File: src/inc/tgr_consts.vh
`ifndef TGR_CONSTS_VH
`define TGR_CONSTS_VH
// Layout codes (one to three taps)
`define TGR_LAY_1X_1Y   4'h0
`define TGR_LAY_1X2_1Y  4'h1
`define TGR_LAY_2X_1Y   4'h2
`define TGR_LAY_2XE_1Y  4'h3
`define TGR_LAY_2XM_1Y  4'h4
`define TGR_LAY_1X_1Y2  4'h5
`define TGR_LAY_1X_2YE  4'h6
`define TGR_LAY_1X3_1Y  4'h7
`define TGR_LAY_3X_1Y   4'h8
// Vantage point
`define TGR_VP_TL       2'h0
`define TGR_VP_TR       2'h1
`define TGR_VP_BL       2'h2
`define TGR_VP_BR       2'h3
// Widths
`define TGR_CW          14
`define TGR_PW          12
`define TGR_TAPS        3
`endif

File: src/design/tgr_reorder.v
// Notes on behaviour
// - Vantage point mirrors columns, and rows outside line-scan mode; top-left is the reset default.
// - Line-scan mode ignores height; rows simply count up without limit.
// - Column step is positive when columns rise along a row.
// - Row step is positive when rows rise at each line end.
// - Taps numbered by start row, then start column; tap 1 first.
// - Horizontal zone count is one of 1, 2, 3, 4, 8 or 10; the code handles 1, 2 and 3 only.
// - Horizontal tap count is absent or 2, 3, 4, 8, 10; the code handles absent, 2 and 3 only.
// - Extractor E reads both ends, M the middle, none the left.
// - Vertical zone count is 1 or 2; vertical tap count absent or 2.
// - Vertical E reads top and bottom lines; otherwise all on top.
// - Each tap has six values derived from width and height.
`timescale 1ns/100ps
`include "tgr_consts.vh"

module tgr_reorder (
    // Clock and reset
    input  wire                        ref_clk,
    input  wire                        rst,
    // Configuration
    input  wire [3:0]                  tap_layout_code,
    input  wire [1:0]                  vantage_point,
    input  wire                        line_scan_mode,
    input  wire [`TGR_CW-1:0]          line_pixel_count,
    input  wire [`TGR_CW-1:0]          frame_row_count,
    input  wire                        frame_start,
    // Camera taps
    input  wire                        tap_valid,
    input  wire [`TGR_PW*`TGR_TAPS-1:0] tap_data,
    // Reconstructed pixel writes
    output reg  [`TGR_TAPS-1:0]        wr_valid,
    output reg  [`TGR_PW*`TGR_TAPS-1:0] wr_data,
    output reg  [`TGR_CW*`TGR_TAPS-1:0] wr_column,
    output reg  [`TGR_CW*`TGR_TAPS-1:0] wr_row,
    output reg                         frame_done,
    output reg                         layout_error
);

////////////////////////////////////////////////////////////////////////////////
// Sync of pin inputs
reg [`TGR_PW*`TGR_TAPS-1:0] data_s1_reg;
reg [`TGR_PW*`TGR_TAPS-1:0] data_s2_reg;
reg [1:0]                   valid_s_reg;
reg [1:0]                   start_s_reg;

always @(posedge ref_clk) begin
    if (rst) begin
        data_s1_reg <= {(`TGR_PW*`TGR_TAPS){1'b0}};
        data_s2_reg <= {(`TGR_PW*`TGR_TAPS){1'b0}};
        valid_s_reg <= 2'h0;
        start_s_reg <= 2'h0;
    end else begin
        data_s1_reg <= tap_data;
        data_s2_reg <= data_s1_reg;
        valid_s_reg <= {valid_s_reg[0], tap_valid};
        start_s_reg <= {start_s_reg[0], frame_start};
    end
end

wire pix_ok = valid_s_reg[1];
wire fs_ok  = start_s_reg[1];

////////////////////////////////////////////////////////////////////////////////
// Per-tap geometry table
reg [`TGR_CW-1:0] w2;
reg [`TGR_CW-1:0] w3;
reg [`TGR_CW-1:0] h2;
reg [`TGR_CW-1:0] w_lim;
reg [`TGR_CW-1:0] h_lim;
reg [`TGR_CW*`TGR_TAPS-1:0] xs;
reg [`TGR_CW*`TGR_TAPS-1:0] xe;
reg [`TGR_CW*`TGR_TAPS-1:0] ys;
reg [`TGR_CW*`TGR_TAPS-1:0] ye;
reg [3*`TGR_TAPS-1:0]       dx;
reg [3*`TGR_TAPS-1:0]       dy;
reg [1:0]                   ntap;
reg                         bad_code;

// Three-bit signed steps: -4..3
always @* begin
    w2 = line_pixel_count >> 1;
    w3 = line_pixel_count / 14'h0003;
    h2 = frame_row_count >> 1;
    w_lim = line_pixel_count;
    // Line-scan has no frame height
    // height ignored
    h_lim = line_scan_mode ? {`TGR_CW{1'b1}} : frame_row_count;
    xs = {(`TGR_CW*`TGR_TAPS){1'b0}};
    xe = {(`TGR_CW*`TGR_TAPS){1'b0}};
    ys = {`TGR_TAPS{14'h0001}};
    ye = {`TGR_TAPS{h_lim}};
    dx = {`TGR_TAPS{3'h1}};
    dy = {`TGR_TAPS{3'h1}};
    ntap = 2'h1;
    bad_code = 1'b0;
    case (tap_layout_code)
    `TGR_LAY_1X_1Y: begin
        xs[13:0] = 14'h0001;
        xe[13:0] = w_lim;
    end
    `TGR_LAY_1X2_1Y: begin
        ntap = 2'h2;
        xs[27:0] = {14'h0002, 14'h0001};
        xe[27:0] = {w_lim, w_lim - 14'h0001};
        dx[5:0] = {3'h2, 3'h2};
    end
    `TGR_LAY_2X_1Y: begin
        ntap = 2'h2;
        xs[27:0] = {w2 + 14'h0001, 14'h0001};
        xe[27:0] = {w_lim, w2};
    end
    `TGR_LAY_2XE_1Y: begin
        ntap = 2'h2;
        xs[27:0] = {w_lim, 14'h0001};
        xe[27:0] = {w2 + 14'h0001, w2};
        dx[5:0] = {3'h7, 3'h1};
    end
    `TGR_LAY_2XM_1Y: begin
        ntap = 2'h2;
        xs[27:0] = {w2 + 14'h0001, w2};
        xe[27:0] = {w_lim, 14'h0001};
        dx[5:0] = {3'h1, 3'h7};
    end
    `TGR_LAY_1X_1Y2: begin
        ntap = 2'h2;
        xs[27:0] = {14'h0001, 14'h0001};
        xe[27:0] = {w_lim, w_lim};
        ys[27:0] = {14'h0002, 14'h0001};
        ye[27:0] = {h_lim, h_lim - 14'h0001};
        dy[5:0] = {3'h2, 3'h2};
        bad_code = line_scan_mode;
    end
    `TGR_LAY_1X_2YE: begin
        ntap = 2'h2;
        xs[27:0] = {14'h0001, 14'h0001};
        xe[27:0] = {w_lim, w_lim};
        ys[27:0] = {h_lim, 14'h0001};
        ye[27:0] = {h2 + 14'h0001, h2};
        dy[5:0] = {3'h7, 3'h1};
        bad_code = line_scan_mode;
    end
    `TGR_LAY_1X3_1Y: begin
        ntap = 2'h3;
        xs = {14'h0003, 14'h0002, 14'h0001};
        xe = {w_lim, w_lim - 14'h0001, w_lim - 14'h0002};
        dx = {3'h3, 3'h3, 3'h3};
    end
    `TGR_LAY_3X_1Y: begin
        ntap = 2'h3;
        xs = {w3 + w3 + 14'h0001, w3 + 14'h0001, 14'h0001};
        xe = {w_lim, w3 + w3, w3};
    end
    default: begin
        bad_code = 1'b1;
    end
    endcase
end

////////////////////////////////////////////////////////////////////////////////
// Helpers
function [`TGR_CW-1:0] tgr_step;
    input [`TGR_CW-1:0] v;
    input [2:0]         s;
    begin
        tgr_step = v + {{(`TGR_CW-3){s[2]}}, s};
    end
endfunction

function [`TGR_CW-1:0] tgr_flip;
    input [`TGR_CW-1:0] v;
    input [`TGR_CW-1:0] lim;
    input               en;
    begin
        tgr_flip = en ? (lim + 14'h0001 - v) : v;
    end
endfunction

////////////////////////////////////////////////////////////////////////////////
// Tap pointers
reg [`TGR_CW*`TGR_TAPS-1:0] col_reg;
reg [`TGR_CW*`TGR_TAPS-1:0] row_reg;
reg                         run_reg;
reg [`TGR_CW*`TGR_TAPS-1:0] col_next;
reg [`TGR_CW*`TGR_TAPS-1:0] row_next;
reg [`TGR_CW*`TGR_TAPS-1:0] col_out;
reg [`TGR_CW*`TGR_TAPS-1:0] row_out;
reg [`TGR_TAPS-1:0]         tap_on;
reg [`TGR_CW-1:0]           c;
reg [`TGR_CW-1:0]           r;
reg [`TGR_CW-1:0]           c_last;
reg [`TGR_CW-1:0]           r_last;
reg [2:0]                   c_inc;
reg [2:0]                   r_inc;
reg                         line_end;
reg                         tap_end;
reg                         all_end;
wire                        take_pix;
integer                     t;

// A code that turns bad mid-frame mutes the writes at once; a start
// pulse wins over a pixel in the same cycle
assign take_pix = pix_ok & run_reg & ~bad_code & ~fs_ok;

// Next pointers and flipped coordinates for every active tap
always @* begin
    col_next = col_reg;
    row_next = row_reg;
    col_out  = {(`TGR_CW*`TGR_TAPS){1'b0}};
    row_out  = {(`TGR_CW*`TGR_TAPS){1'b0}};
    tap_on   = {`TGR_TAPS{1'b0}};
    c        = {`TGR_CW{1'b0}};
    r        = {`TGR_CW{1'b0}};
    c_last   = {`TGR_CW{1'b0}};
    r_last   = {`TGR_CW{1'b0}};
    c_inc    = 3'h0;
    r_inc    = 3'h0;
    line_end = 1'b0;
    tap_end  = 1'b0;
    all_end  = 1'b1;
    for (t = 0; t < `TGR_TAPS; t = t + 1) begin
        c        = col_reg[t*`TGR_CW +: `TGR_CW];
        r        = row_reg[t*`TGR_CW +: `TGR_CW];
        c_last   = xe[t*`TGR_CW +: `TGR_CW];
        r_last   = ye[t*`TGR_CW +: `TGR_CW];
        c_inc    = dx[t*3 +: 3];
        r_inc    = dy[t*3 +: 3];
        line_end = (c == c_last);
        // Line-scan rows never end, so a line-scan frame never ends either
        tap_end  = line_end && (r == r_last) && !line_scan_mode;
        if (t < ntap) begin
            tap_on[t] = 1'b1;
            col_out[t*`TGR_CW +: `TGR_CW] =
                tgr_flip(c, w_lim, vantage_point[0]);
            row_out[t*`TGR_CW +: `TGR_CW] = line_scan_mode ? r :
                tgr_flip(r, h_lim, vantage_point[1]);
            if (line_end) begin
                col_next[t*`TGR_CW +: `TGR_CW] = xs[t*`TGR_CW +: `TGR_CW];
                row_next[t*`TGR_CW +: `TGR_CW] = tgr_step(r, r_inc);
            end else begin
                col_next[t*`TGR_CW +: `TGR_CW] = tgr_step(c, c_inc);
            end
            if (!tap_end)
                all_end = 1'b0;
        end
    end
end

always @(posedge ref_clk) begin
    if (rst) begin
        col_reg      <= {(`TGR_CW*`TGR_TAPS){1'b0}};
        row_reg      <= {(`TGR_CW*`TGR_TAPS){1'b0}};
        run_reg      <= 1'b0;
        wr_valid     <= {`TGR_TAPS{1'b0}};
        wr_data      <= {(`TGR_PW*`TGR_TAPS){1'b0}};
        wr_column    <= {(`TGR_CW*`TGR_TAPS){1'b0}};
        wr_row       <= {(`TGR_CW*`TGR_TAPS){1'b0}};
        frame_done   <= 1'b0;
        layout_error <= 1'b0;
    end else begin
        frame_done   <= 1'b0;
        wr_valid     <= {`TGR_TAPS{1'b0}};
        layout_error <= bad_code;
        if (fs_ok) begin
            col_reg <= xs;
            row_reg <= ys;
            run_reg <= ~bad_code;
        end else if (take_pix) begin
            wr_valid  <= tap_on;
            wr_data   <= data_s2_reg;
            wr_column <= col_out;
            wr_row    <= row_out;
            col_reg   <= col_next;
            row_reg   <= row_next;
            // Pixels after the last one are ignored until the next start
            if (all_end) begin
                frame_done <= 1'b1;
                run_reg    <= 1'b0;
            end
        end
    end
end

endmodule // tgr_reorder

File: config.mk
export PLATFORM = sky130hd
export DESIGN_NAME = tgr_reorder
export DESIGN_NICKNAME = d
export VERILOG_FILES = /design/src/design/tgr_reorder.v
export VERILOG_INCLUDE_DIRS = /design/src /design/src/inc
export SDC_FILE = /design/constraint.sdc
export NUM_CORES = 1
export LEC_CHECK = 0
export ABC_AREA = 1
export BUFFER_PORTS_ARGS = -buffer_cell sky130_fd_sc_hd__buf_2
export CAP_MARGIN = 40
export CORE_ASPECT_RATIO = 2
export CORE_MARGIN = 8
export CORE_UTILIZATION = 55
export DETAILED_ROUTE_END_ITERATION = 8
export PLACE_DENSITY_LB_ADDON = 0.1
export SLEW_MARGIN = 20
export SYNTH_ARGS = -nofsm -noshare
export SYNTH_HDL_FRONTEND = slang
export SYNTH_SLANG_ARGS = --single-unit
File: constraint.sdc
create_clock -name ref_clk -period 9.75 [get_ports ref_clk]
set_input_delay 0.975 -clock ref_clk [delete_from_list [all_inputs] [get_ports ref_clk]]
set_output_delay 0.975 -clock ref_clk [all_outputs]
set_load 0.005 [all_outputs]
==> run_results.csv, run 1 <==
group,metric,value,unit
run_status,outcome,"completed",
clock_network,tritoncts,"yes",
timing,fin_crit,9.58,ns
routing,ant_nets,0,
die,die_h,304,um
clock_network,hold_buffer_count_at_cts,0,
synth,yosys_most_used_dff,"sky130_fd_sc_hd__dfxtp_1",
routing,dr.pass1.iters,8,
cells_and_area,num-fill-cells,3681,
synth,postSynthNetCount,3762,
cells_and_area,flow.area_growth_from_synthesis,19.5,%
timing,clock-skew-final,0.0211,ns
clock_network,clk_root_buffer_cell,"sky130_fd_sc_hd__clkbuf_16",
timing,max_slew_violation_count,0,
global_route,gr-total-overflow,0,
synth,synth_xor_xnor_area_share,6.24,%
setup_path,critical_path_peak_fanout,8,
die,chipWidth,160,um
global_route,grt_start_max_net_pins,81,
clock_network,htree_num_levels,1,
global_route,grt_pass1_wl,147000,um
power_and_ir_drop,power.total,4.64,mW
synth,synthDominantAreaCellType,"sky130_fd_sc_hd__dfxtp_1",
min_path,hold_path_class,"reg -> reg",
synth,synth_mux_area_share,0,%
synth,fraction_of_the_mapped_netlist_area_in_simple_logic_gates,29.1,%
global_route,antenna_found_initial,2,
cells_and_area,layout.cells.most_common_list,"sky130_fd_sc_hd__nand2_1, sky130_fd_sc_hd__inv_1, sky130_fd_sc_hd__nor2_1",
place,post_dp_cell_area,25400,um^2
die,row_count,105,
synth,ys_top_cells_by_area,"sky130_fd_sc_hd__dfxtp_1, sky130_fd_sc_hd__nand2_1, sky130_fd_sc_hd__inv_1",
cells_and_area,layout.area.seq,5730,um^2
routing,first_iter_violations,2188,
cells_and_area,most_common_library_cell_in_the_layout_ignoring_fill_and_taps,"sky130_fd_sc_hd__nand2_1",
synth,postSynth.asyncResetShare,0,%
synth,synth_compound_area_share,20.0,%
place,gp_congestion,1.07,
cells_and_area,layout_cell_share_with_drive_strength_beyond_1,18.7,%
clock_network,clock_network_latency_to_the_later_pin_of_the_worst_skew_pair,0.57,ns
synth,syn_inst,3542,
setup_path,worstPathRequired,10.17,ns
timing,final_hold_viol_count,0,
setup_path,cp-end-kind,"register",
setup_path,critical-path-top-cell-by-count,"sky130_fd_sc_hd__nand3_4",
min_path,hp-start,"data_s1_reg[14]",
job,maxCapViolCount,0,
die,die-area,48800,um^2
synth,post_synth_instance_area,22900,um^2
power_and_ir_drop,pwr_density_cell,170,nW/um^2
setup_path,critPathLaunch,"line_pixel_count[1]",
setup_path,critPathBufInv,9,
routing,route.detailed.vias_per_inst,6.00,
synth,ys_ff_latch,286,
timing,timing.final.crit_share,98.2,%
die,io_pins,200,
synth,yosysWarnings,0,
routing,drc_errors,0,
cells_and_area,nNetsFinal,4085,
die,coreArea,41000,um^2
synth,synth_top_area_share,25.0,%
synth,synth-edff-count,0,
setup_path,setup.worst_path.start_class,"input pin",
timing,timing_worst_slew_pin_value,0.991,ns
setup_path,worst_r2r_startpoint,"col_reg[13]",
setup_path,worst_ep_arrival_time,10.00,ns
cells_and_area,finished_layout_cells,4416,
setup_path,crit_slowest_cell,"sky130_fd_sc_hd__o21ai_4",
routing,route.detailed.wl_per_inst,22.5,um
clock_network,clk_pin_slew_worst_setup_hold_paths,0.07,ns
setup_path,slowest_delay,0.28,ns
routing,dr_total_vias,26502,
clock_network,cts-buffers-inserted,26,
power_and_ir_drop,vdd_drop_max,0.346,mV
cells_and_area,postLayoutCellArea,27300,um^2
timing,achievable-frequency,104,MHz
synth,synth.lib_cells_used.distinct,63,
synth,mean_cell_area_of_the_mapped_netlist,6.46,um^2
setup_path,timing.critical_path.max_delay_family,"simple AND/OR/NAND/NOR gates",
place,port_buffer_cells,199,
cells_and_area,multiInputGateArea,15300,um^2
global_route,number_of_global_route_vias_before_repair,26186,
synth,post_synth_fa_ha_maj_area_fraction,8.29,%
clock_network,clock-sinks,286,
timing,setup-violations-final,0,
global_route,global_route.usage.total,38.9,%
routing,wl,99400,um
clock_network,max-clock-path-buffers,3,
die,initial_core_util,55.8,%
synth,largest_family_of_logic_cells_by_synthesized_area,"simple AND/OR/NAND/NOR gates",
place,placed_cells_incl_taps,4329,
setup_path,worstSetupPathType,"in -> reg",
synth,portion_of_the_post_synthesis_area_used_by_sequential_elements,25.0,%
place,hpwlAfterDp,76200,um
timing,timing.slew.headroom,33.9,%
power_and_ir_drop,power.leakage,12.8,nW
[per-stage QoR]
step                      worst slack, ns  util, %  hold WS [ns]  setup TNS, ns
final                               0.174     66.7         0.398              0
after global routing               -0.378     66.7         0.413         -14.24
after CTS                          0.0155     63.9         0.397              0
after detailed placement           -0.519     62.0         0.393         -24.19
after global placement            -0.0559     62.0         0.390         -0.601
after floorplan                     0.251        -         0.388              0
[Yosys cell counts (5+ instances only)]
cell type and n:
sky130_fd_sc_hd__a211oi_1 10, sky130_fd_sc_hd__buf_1 5, sky130_fd_sc_hd__inv_1 478, sky130_fd_sc_hd__ha_1 134, sky130_fd_sc_hd__nand3b_1 6, sky130_fd_sc_hd__o21bai_1 20
sky130_fd_sc_hd__clkbuf_1 112, sky130_fd_sc_hd__nor3b_1 6, sky130_fd_sc_hd__a31oi_1 10, sky130_fd_sc_hd__o31ai_1 11, sky130_fd_sc_hd__buf_2 9, sky130_fd_sc_hd__nand3_4 8
sky130_fd_sc_hd__clkinv_1 7, sky130_fd_sc_hd__xor2_1 135, sky130_fd_sc_hd__nand2_4 7, sky130_fd_sc_hd__nor4_1 12, sky130_fd_sc_hd__nand2_1 624, sky130_fd_sc_hd__o22ai_1 42
sky130_fd_sc_hd__dfxtp_1 286, sky130_fd_sc_hd__inv_2 32, sky130_fd_sc_hd__a32o_1 5, sky130_fd_sc_hd__buf_6 7, sky130_fd_sc_hd__a22oi_1 11, sky130_fd_sc_hd__a221oi_1 17
sky130_fd_sc_hd__nor2_4 8, sky130_fd_sc_hd__nor2_1 467, sky130_fd_sc_hd__nand3_1 184, sky130_fd_sc_hd__nor3_1 56, sky130_fd_sc_hd__o2111ai_1 10, sky130_fd_sc_hd__o21ai_0 262
sky130_fd_sc_hd__xnor2_1 28, sky130_fd_sc_hd__nand2_2 26, sky130_fd_sc_hd__a21o_1 9, sky130_fd_sc_hd__fa_1 11, sky130_fd_sc_hd__o21ai_1 21, sky130_fd_sc_hd__nor2_2 22
sky130_fd_sc_hd__a21oi_1 263, sky130_fd_sc_hd__and2_1 7, sky130_fd_sc_hd__buf_4 7, sky130_fd_sc_hd__o211ai_1 59, sky130_fd_sc_hd__o221ai_1 16, sky130_fd_sc_hd__or2_2 9
sky130_fd_sc_hd__nand4_1 43, sky130_fd_sc_hd__nand3_2 11
[worst reg2reg max path, cell delays in order (launching register included)]
cell	delay, ns
sky130_fd_sc_hd__dfxtp_1	0.46
sky130_fd_sc_hd__xnor2_1	0.10
sky130_fd_sc_hd__or4_1	0.52
sky130_fd_sc_hd__a21oi_1	0.13
sky130_fd_sc_hd__o221ai_1	0.12
sky130_fd_sc_hd__a221oi_1	0.23
sky130_fd_sc_hd__o221ai_1	0.16
sky130_fd_sc_hd__a21oi_1	0.17
sky130_fd_sc_hd__nand2_1	0.07
sky130_fd_sc_hd__a221oi_1	0.23
sky130_fd_sc_hd__o221ai_1	0.16
sky130_fd_sc_hd__a21oi_1	0.18
sky130_fd_sc_hd__nand4_1	0.11
sky130_fd_sc_hd__nor2_1	0.10
sky130_fd_sc_hd__o21ai_0	0.08
sky130_fd_sc_hd__a21oi_1	0.15
sky130_fd_sc_hd__nand2_2	0.15
sky130_fd_sc_hd__nor2_1	0.25
sky130_fd_sc_hd__buf_4	0.16
sky130_fd_sc_hd__nand2_1	0.08
sky130_fd_sc_hd__buf_4	0.16
sky130_fd_sc_hd__nor2_1	0.07
[what timing repair did]
item,CTS,global route
endpoints found under the setup margin,0,60
buffers inserted,0,27
gates resized for setup,0,171
[worst paths after layout]
path | slack [ns] | cells past startpoint | to
worst max register to register | 5.85 | 21 | frame_done
worst max-delay path | 0.17 | 69 | col_reg[25]
worst min-delay path | 0.40 | 2 | data_s2_reg[14]
worst min register to register | 0.40 | 2 | data_s2_reg[14]
[power breakdown]
| part | switching (mW) | total, mW | internal (mW) |
|---|---|---|---|
| clock | 0.471 | 1.01 | 0.544 |
| combinational | 1.51 | 2.42 | 0.910 |
| sequential | 0.0183 | 1.21 | 1.19 |
| total | 2.00 | 4.64 | 2.65 |
[layout make-up]
type                    instances  share of cell area (%)
clock inverters                10                   0.462
well taps                     535                    2.45
clock buffers                  31                    2.45
diodes                          3                  0.0275
multi-input cells            2602                    56.1
repair buffers                431                    10.4
flip-flops and latches        286                    20.9
inverters                     518                    7.20
[cell families after synthesis]
logic type,Yosys count
flip-flops,286
AO/OA/AOI/OAI,787
AND/OR/NAND/NOR,1502
buffers and inverters,659
adder cells (fa/ha/maj),145
XOR/XNOR,163
[layer usage]
metal	part of all wire (%)	track usage, %	vias to the layer above	wire length [um]
met2	50	70.5	1386	49800
met5	0	0	-	0
met4	13	40.6	0	12500
met1	31	34.5	12197	30500
met3	6.6	6.80	588	6550
li1	-	-	12331	-
Power figures use the tool's default switching activity.
==> run 2: changes to the inputs <==
--- a/config.mk
+++ b/config.mk
@@ -14,6 +14,7 @@
 export CORE_UTILIZATION = 55
 export DETAILED_ROUTE_END_ITERATION = 8
 export PLACE_DENSITY_LB_ADDON = 0.1
+export RECOVER_POWER = 100
 export SLEW_MARGIN = 20
 export SYNTH_ARGS = -nofsm -noshare
 export SYNTH_HDL_FRONTEND = slang
==> run 2 against run 1 <==
  * The flow now finishes with violations (max-capacitance violations, max-slew violations)
  * Power down 0.17%
  * Combinational power about the same
  * Core utilization down 0.56 points
  * Worst setup slack better by 0.051 ns
  * Non-clock buffer count unchanged
  * Register-to-register slack worse by 1.3 ns
  * First-iteration DRC count down 2.8%
  * Global-route usage unchanged
  * Sequential power about the same
  * Sequential share of layout area up 0.18 points
==> run_results.csv, run 2 (synthesis gave the netlist of run 1 again) <==
group,metric,value,unit
timing,achievable-frequency,105,MHz
die,coreArea,41000,um^2
setup_path,critPathLaunch,"line_pixel_count[1]",
timing,timing.slew.headroom,-91.5,%
setup_path,worst_setup_path_endpoint,"col_reg[25]",
power_and_ir_drop,power.leakage,12.3,nW
clock_network,clk_root_buffer_cell,"sky130_fd_sc_hd__clkbuf_16",
setup_path,slowest_delay,0.28,ns
place,gp_congestion,1.07,
clock_network,clk_pin_slew_worst_setup_hold_paths,0.07,ns
timing,fin_crit,9.52,ns
cells_and_area,nNetsFinal,4085,
timing,setup_tns,0,ns
die,row_count,105,
clock_network,clock_network_latency_to_the_later_pin_of_the_worst_skew_pair,0.57,ns
routing,ant_nets,0,
setup_path,critical_path.reg2reg.endpoint,"row_reg[40]",
global_route,global_route_met1_utilization,34.5,%
routing,dr_total_vias,26446,
setup_path,timing.critical_path.max_delay_family,"simple AND/OR/NAND/NOR gates",
clock_network,htree_num_levels,1,
die,die_h,304,um
global_route,grt.busiest_layer,"met2",
setup_path,reg2regPathDepth,14,
global_route,gr-usage-met3,6.80,%
setup_path,r2r_slack,4.52,ns
clock_network,cts-buffers-inserted,26,
setup_path,worst_ep_arrival_time,9.95,ns
die,io_pins,200,
power_and_ir_drop,pwr_density_cell,171,nW/um^2
timing,max_slew_violation_count,257,
global_route,global_route.usage.total,38.9,%
setup_path,worst_r2r_startpoint,"run_reg",
min_path,hold_path_class,"reg -> reg",
cells_and_area,layout.cells.most_common_list,"sky130_fd_sc_hd__nand2_1, sky130_fd_sc_hd__inv_1, sky130_fd_sc_hd__nor2_1",
global_route,grt_pass1_wl,147000,um
die,chipWidth,160,um
cells_and_area,layout_cell_share_with_drive_strength_beyond_1,15.4,%
cells_and_area,most_common_library_cell_in_the_layout_ignoring_fill_and_taps,"sky130_fd_sc_hd__nand2_1",
global_route,number_of_global_route_vias_before_repair,26186,
timing,final_hold_viol_count,0,
setup_path,critPathBufInv,9,
cells_and_area,flow.area_growth_from_synthesis,18.5,%
setup_path,critical_path_peak_fanout,8,
cells_and_area,finished_layout_cells,4416,
clock_network,tritoncts,"yes",
setup_path,crit_slowest_cell,"sky130_fd_sc_hd__o21ai_4",
timing,setup-violations-final,0,
clock_network,max-clock-path-buffers,3,
run_status,outcome,"complete, but fails checks",
run_status,violations,"max-capacitance violations, max-slew violations",
cells_and_area,num-fill-cells,3774,
place,hpwlAfterDp,76200,um
timing,timing_worst_slew_pin_value,2.87,ns
setup_path,critical-path-top-cell-by-count,"sky130_fd_sc_hd__nand3_4",
routing,dr.pass1.iters,6,
global_route,antenna_found_initial,2,
timing,timing.final.crit_share,97.7,%
power_and_ir_drop,vdd_drop_max,0.347,mV
routing,route.detailed.vias_per_inst,5.99,
clock_network,hold_buffer_count_at_cts,0,
setup_path,worstPathRequired,10.17,ns
job,maxCapViolCount,6,
clock_network,clock-sinks,286,
die,die-area,48800,um^2
global_route,grt_start_max_net_pins,81,
place,placed_cells_incl_taps,4329,
die,initial_core_util,55.8,%
routing,drc_errors,0,
routing,route.detailed.wl_per_inst,22.5,um
setup_path,worstSetupPathType,"in -> reg",
setup_path,path_depth,70,
setup_path,setup.worst_path.start_class,"input pin",
routing,wl,99500,um
place,port_buffer_cells,199,
global_route,met2_usage,70.5,%
timing,clock-skew-final,0.0213,ns
global_route,gr-total-overflow,0,
setup_path,cp-end-kind,"register",
routing,first_iter_violations,2127,
[run 2: cell types whose count changed in the layout (fill, tap and decap cells not counted)]
cell | previous run | this run
sky130_fd_sc_hd__clkinvlp_2 | 0 | 1
sky130_fd_sc_hd__buf_1 | 0 | 2
sky130_fd_sc_hd__buf_8 | 1 | 0
sky130_fd_sc_hd__buf_12 | 4 | 3
sky130_fd_sc_hd__clkbuf_1 | 5 | 130
sky130_fd_sc_hd__inv_4 | 5 | 4
sky130_fd_sc_hd__nor2_1 | 452 | 453
sky130_fd_sc_hd__buf_2 | 199 | 81
sky130_fd_sc_hd__nor2_4 | 19 | 18
sky130_fd_sc_hd__buf_16 | 1 | 0
sky130_fd_sc_hd__buf_4 | 218 | 212
[run 2: tightest hold or removal path: cells and delay by family, from the launching register on]
kind	cells	cell delay, ns
flip-flops	1	0.30
buffers and inverters	1	0.04
AND/OR/NAND/NOR	1	0.03
[run 2: area by class of cell]
| type | instances | area (um^2) | area share, % |
|---|---|---|---|
| Inverter | 518 | 1970 | 7.26 |
| Timing Repair Buffer | 431 | 2620 | 9.65 |
| Multi-Input combinational cell | 2602 | 15300 | 56.5 |
| Clock inverter | 10 | 126 | 0.466 |
| Sequential cell | 286 | 5730 | 21.1 |
| Clock buffer | 31 | 669 | 2.47 |
| Tap cell | 535 | 669 | 2.47 |
| Antenna cell | 3 | 7.51 | 0.0277 |
[run 2: metrics by stage]
stage / setup slack, ns / utilization, % / hold slack [ns] / area (um^2) / power, mW
2_1_floorplan: 0.251 / - / 0.388 / 22900 / 2.57
3_3_place_gp: -0.0559 / 62.0 / 0.390 / 25400 / 3.21
3_5_place_dp: -0.519 / 62.0 / 0.393 / 25400 / 3.26
4_1_cts: 0.0155 / 63.9 / 0.397 / 26200 / 4.27
5_1_grt: -0.378 / 66.1 / 0.413 / 27100 / 4.88
6_report: 0.226 / 66.1 / 0.398 / 27100 / 4.64
[run 2: worst min path at each step]
| stage | startpoint | cells after the start | slack [ns] | endpoint |
|---|---|---|---|---|
| final | data_s1_reg[14] | 2 | 0.40 | data_s2_reg[14] |
| after global routing | data_s1_reg[29] | 2 | 0.41 | data_s2_reg[29] |
| after CTS | data_s1_reg[23] | 2 | 0.40 | data_s2_reg[23] |
| after detailed placement | data_s1_reg[30] | 2 | 0.39 | data_s2_reg[30] |
| after global placement | data_s1_reg[34] | 2 | 0.39 | data_s2_reg[34] |
| after floorplan | data_s1_reg[0] | 2 | 0.39 | data_s2_reg[0] |
[run 2: metal layers]
metal	vias up	share of wire (%)
met5	-	0
met2	1374	50
met4	0	13
met1	12159	30
li1	12325	-
met3	588	7.1
[run 2: what timing repair did]
action                                 in CTS  in global routing
resized for setup                           0                171
setup endpoints to repair                   0                 60
buffers inserted                            0                 27
endpoints found under the hold margin       0                  0
[run 2: report_power, final]
part | total, mW | internal, mW | switching [mW]
registers | 1.21 | 1.19 | 0.0182
clock network | 1.02 | 0.544 | 0.472
logic | 2.41 | 0.907 | 1.50
total | 4.64 | 2.64 | 1.99
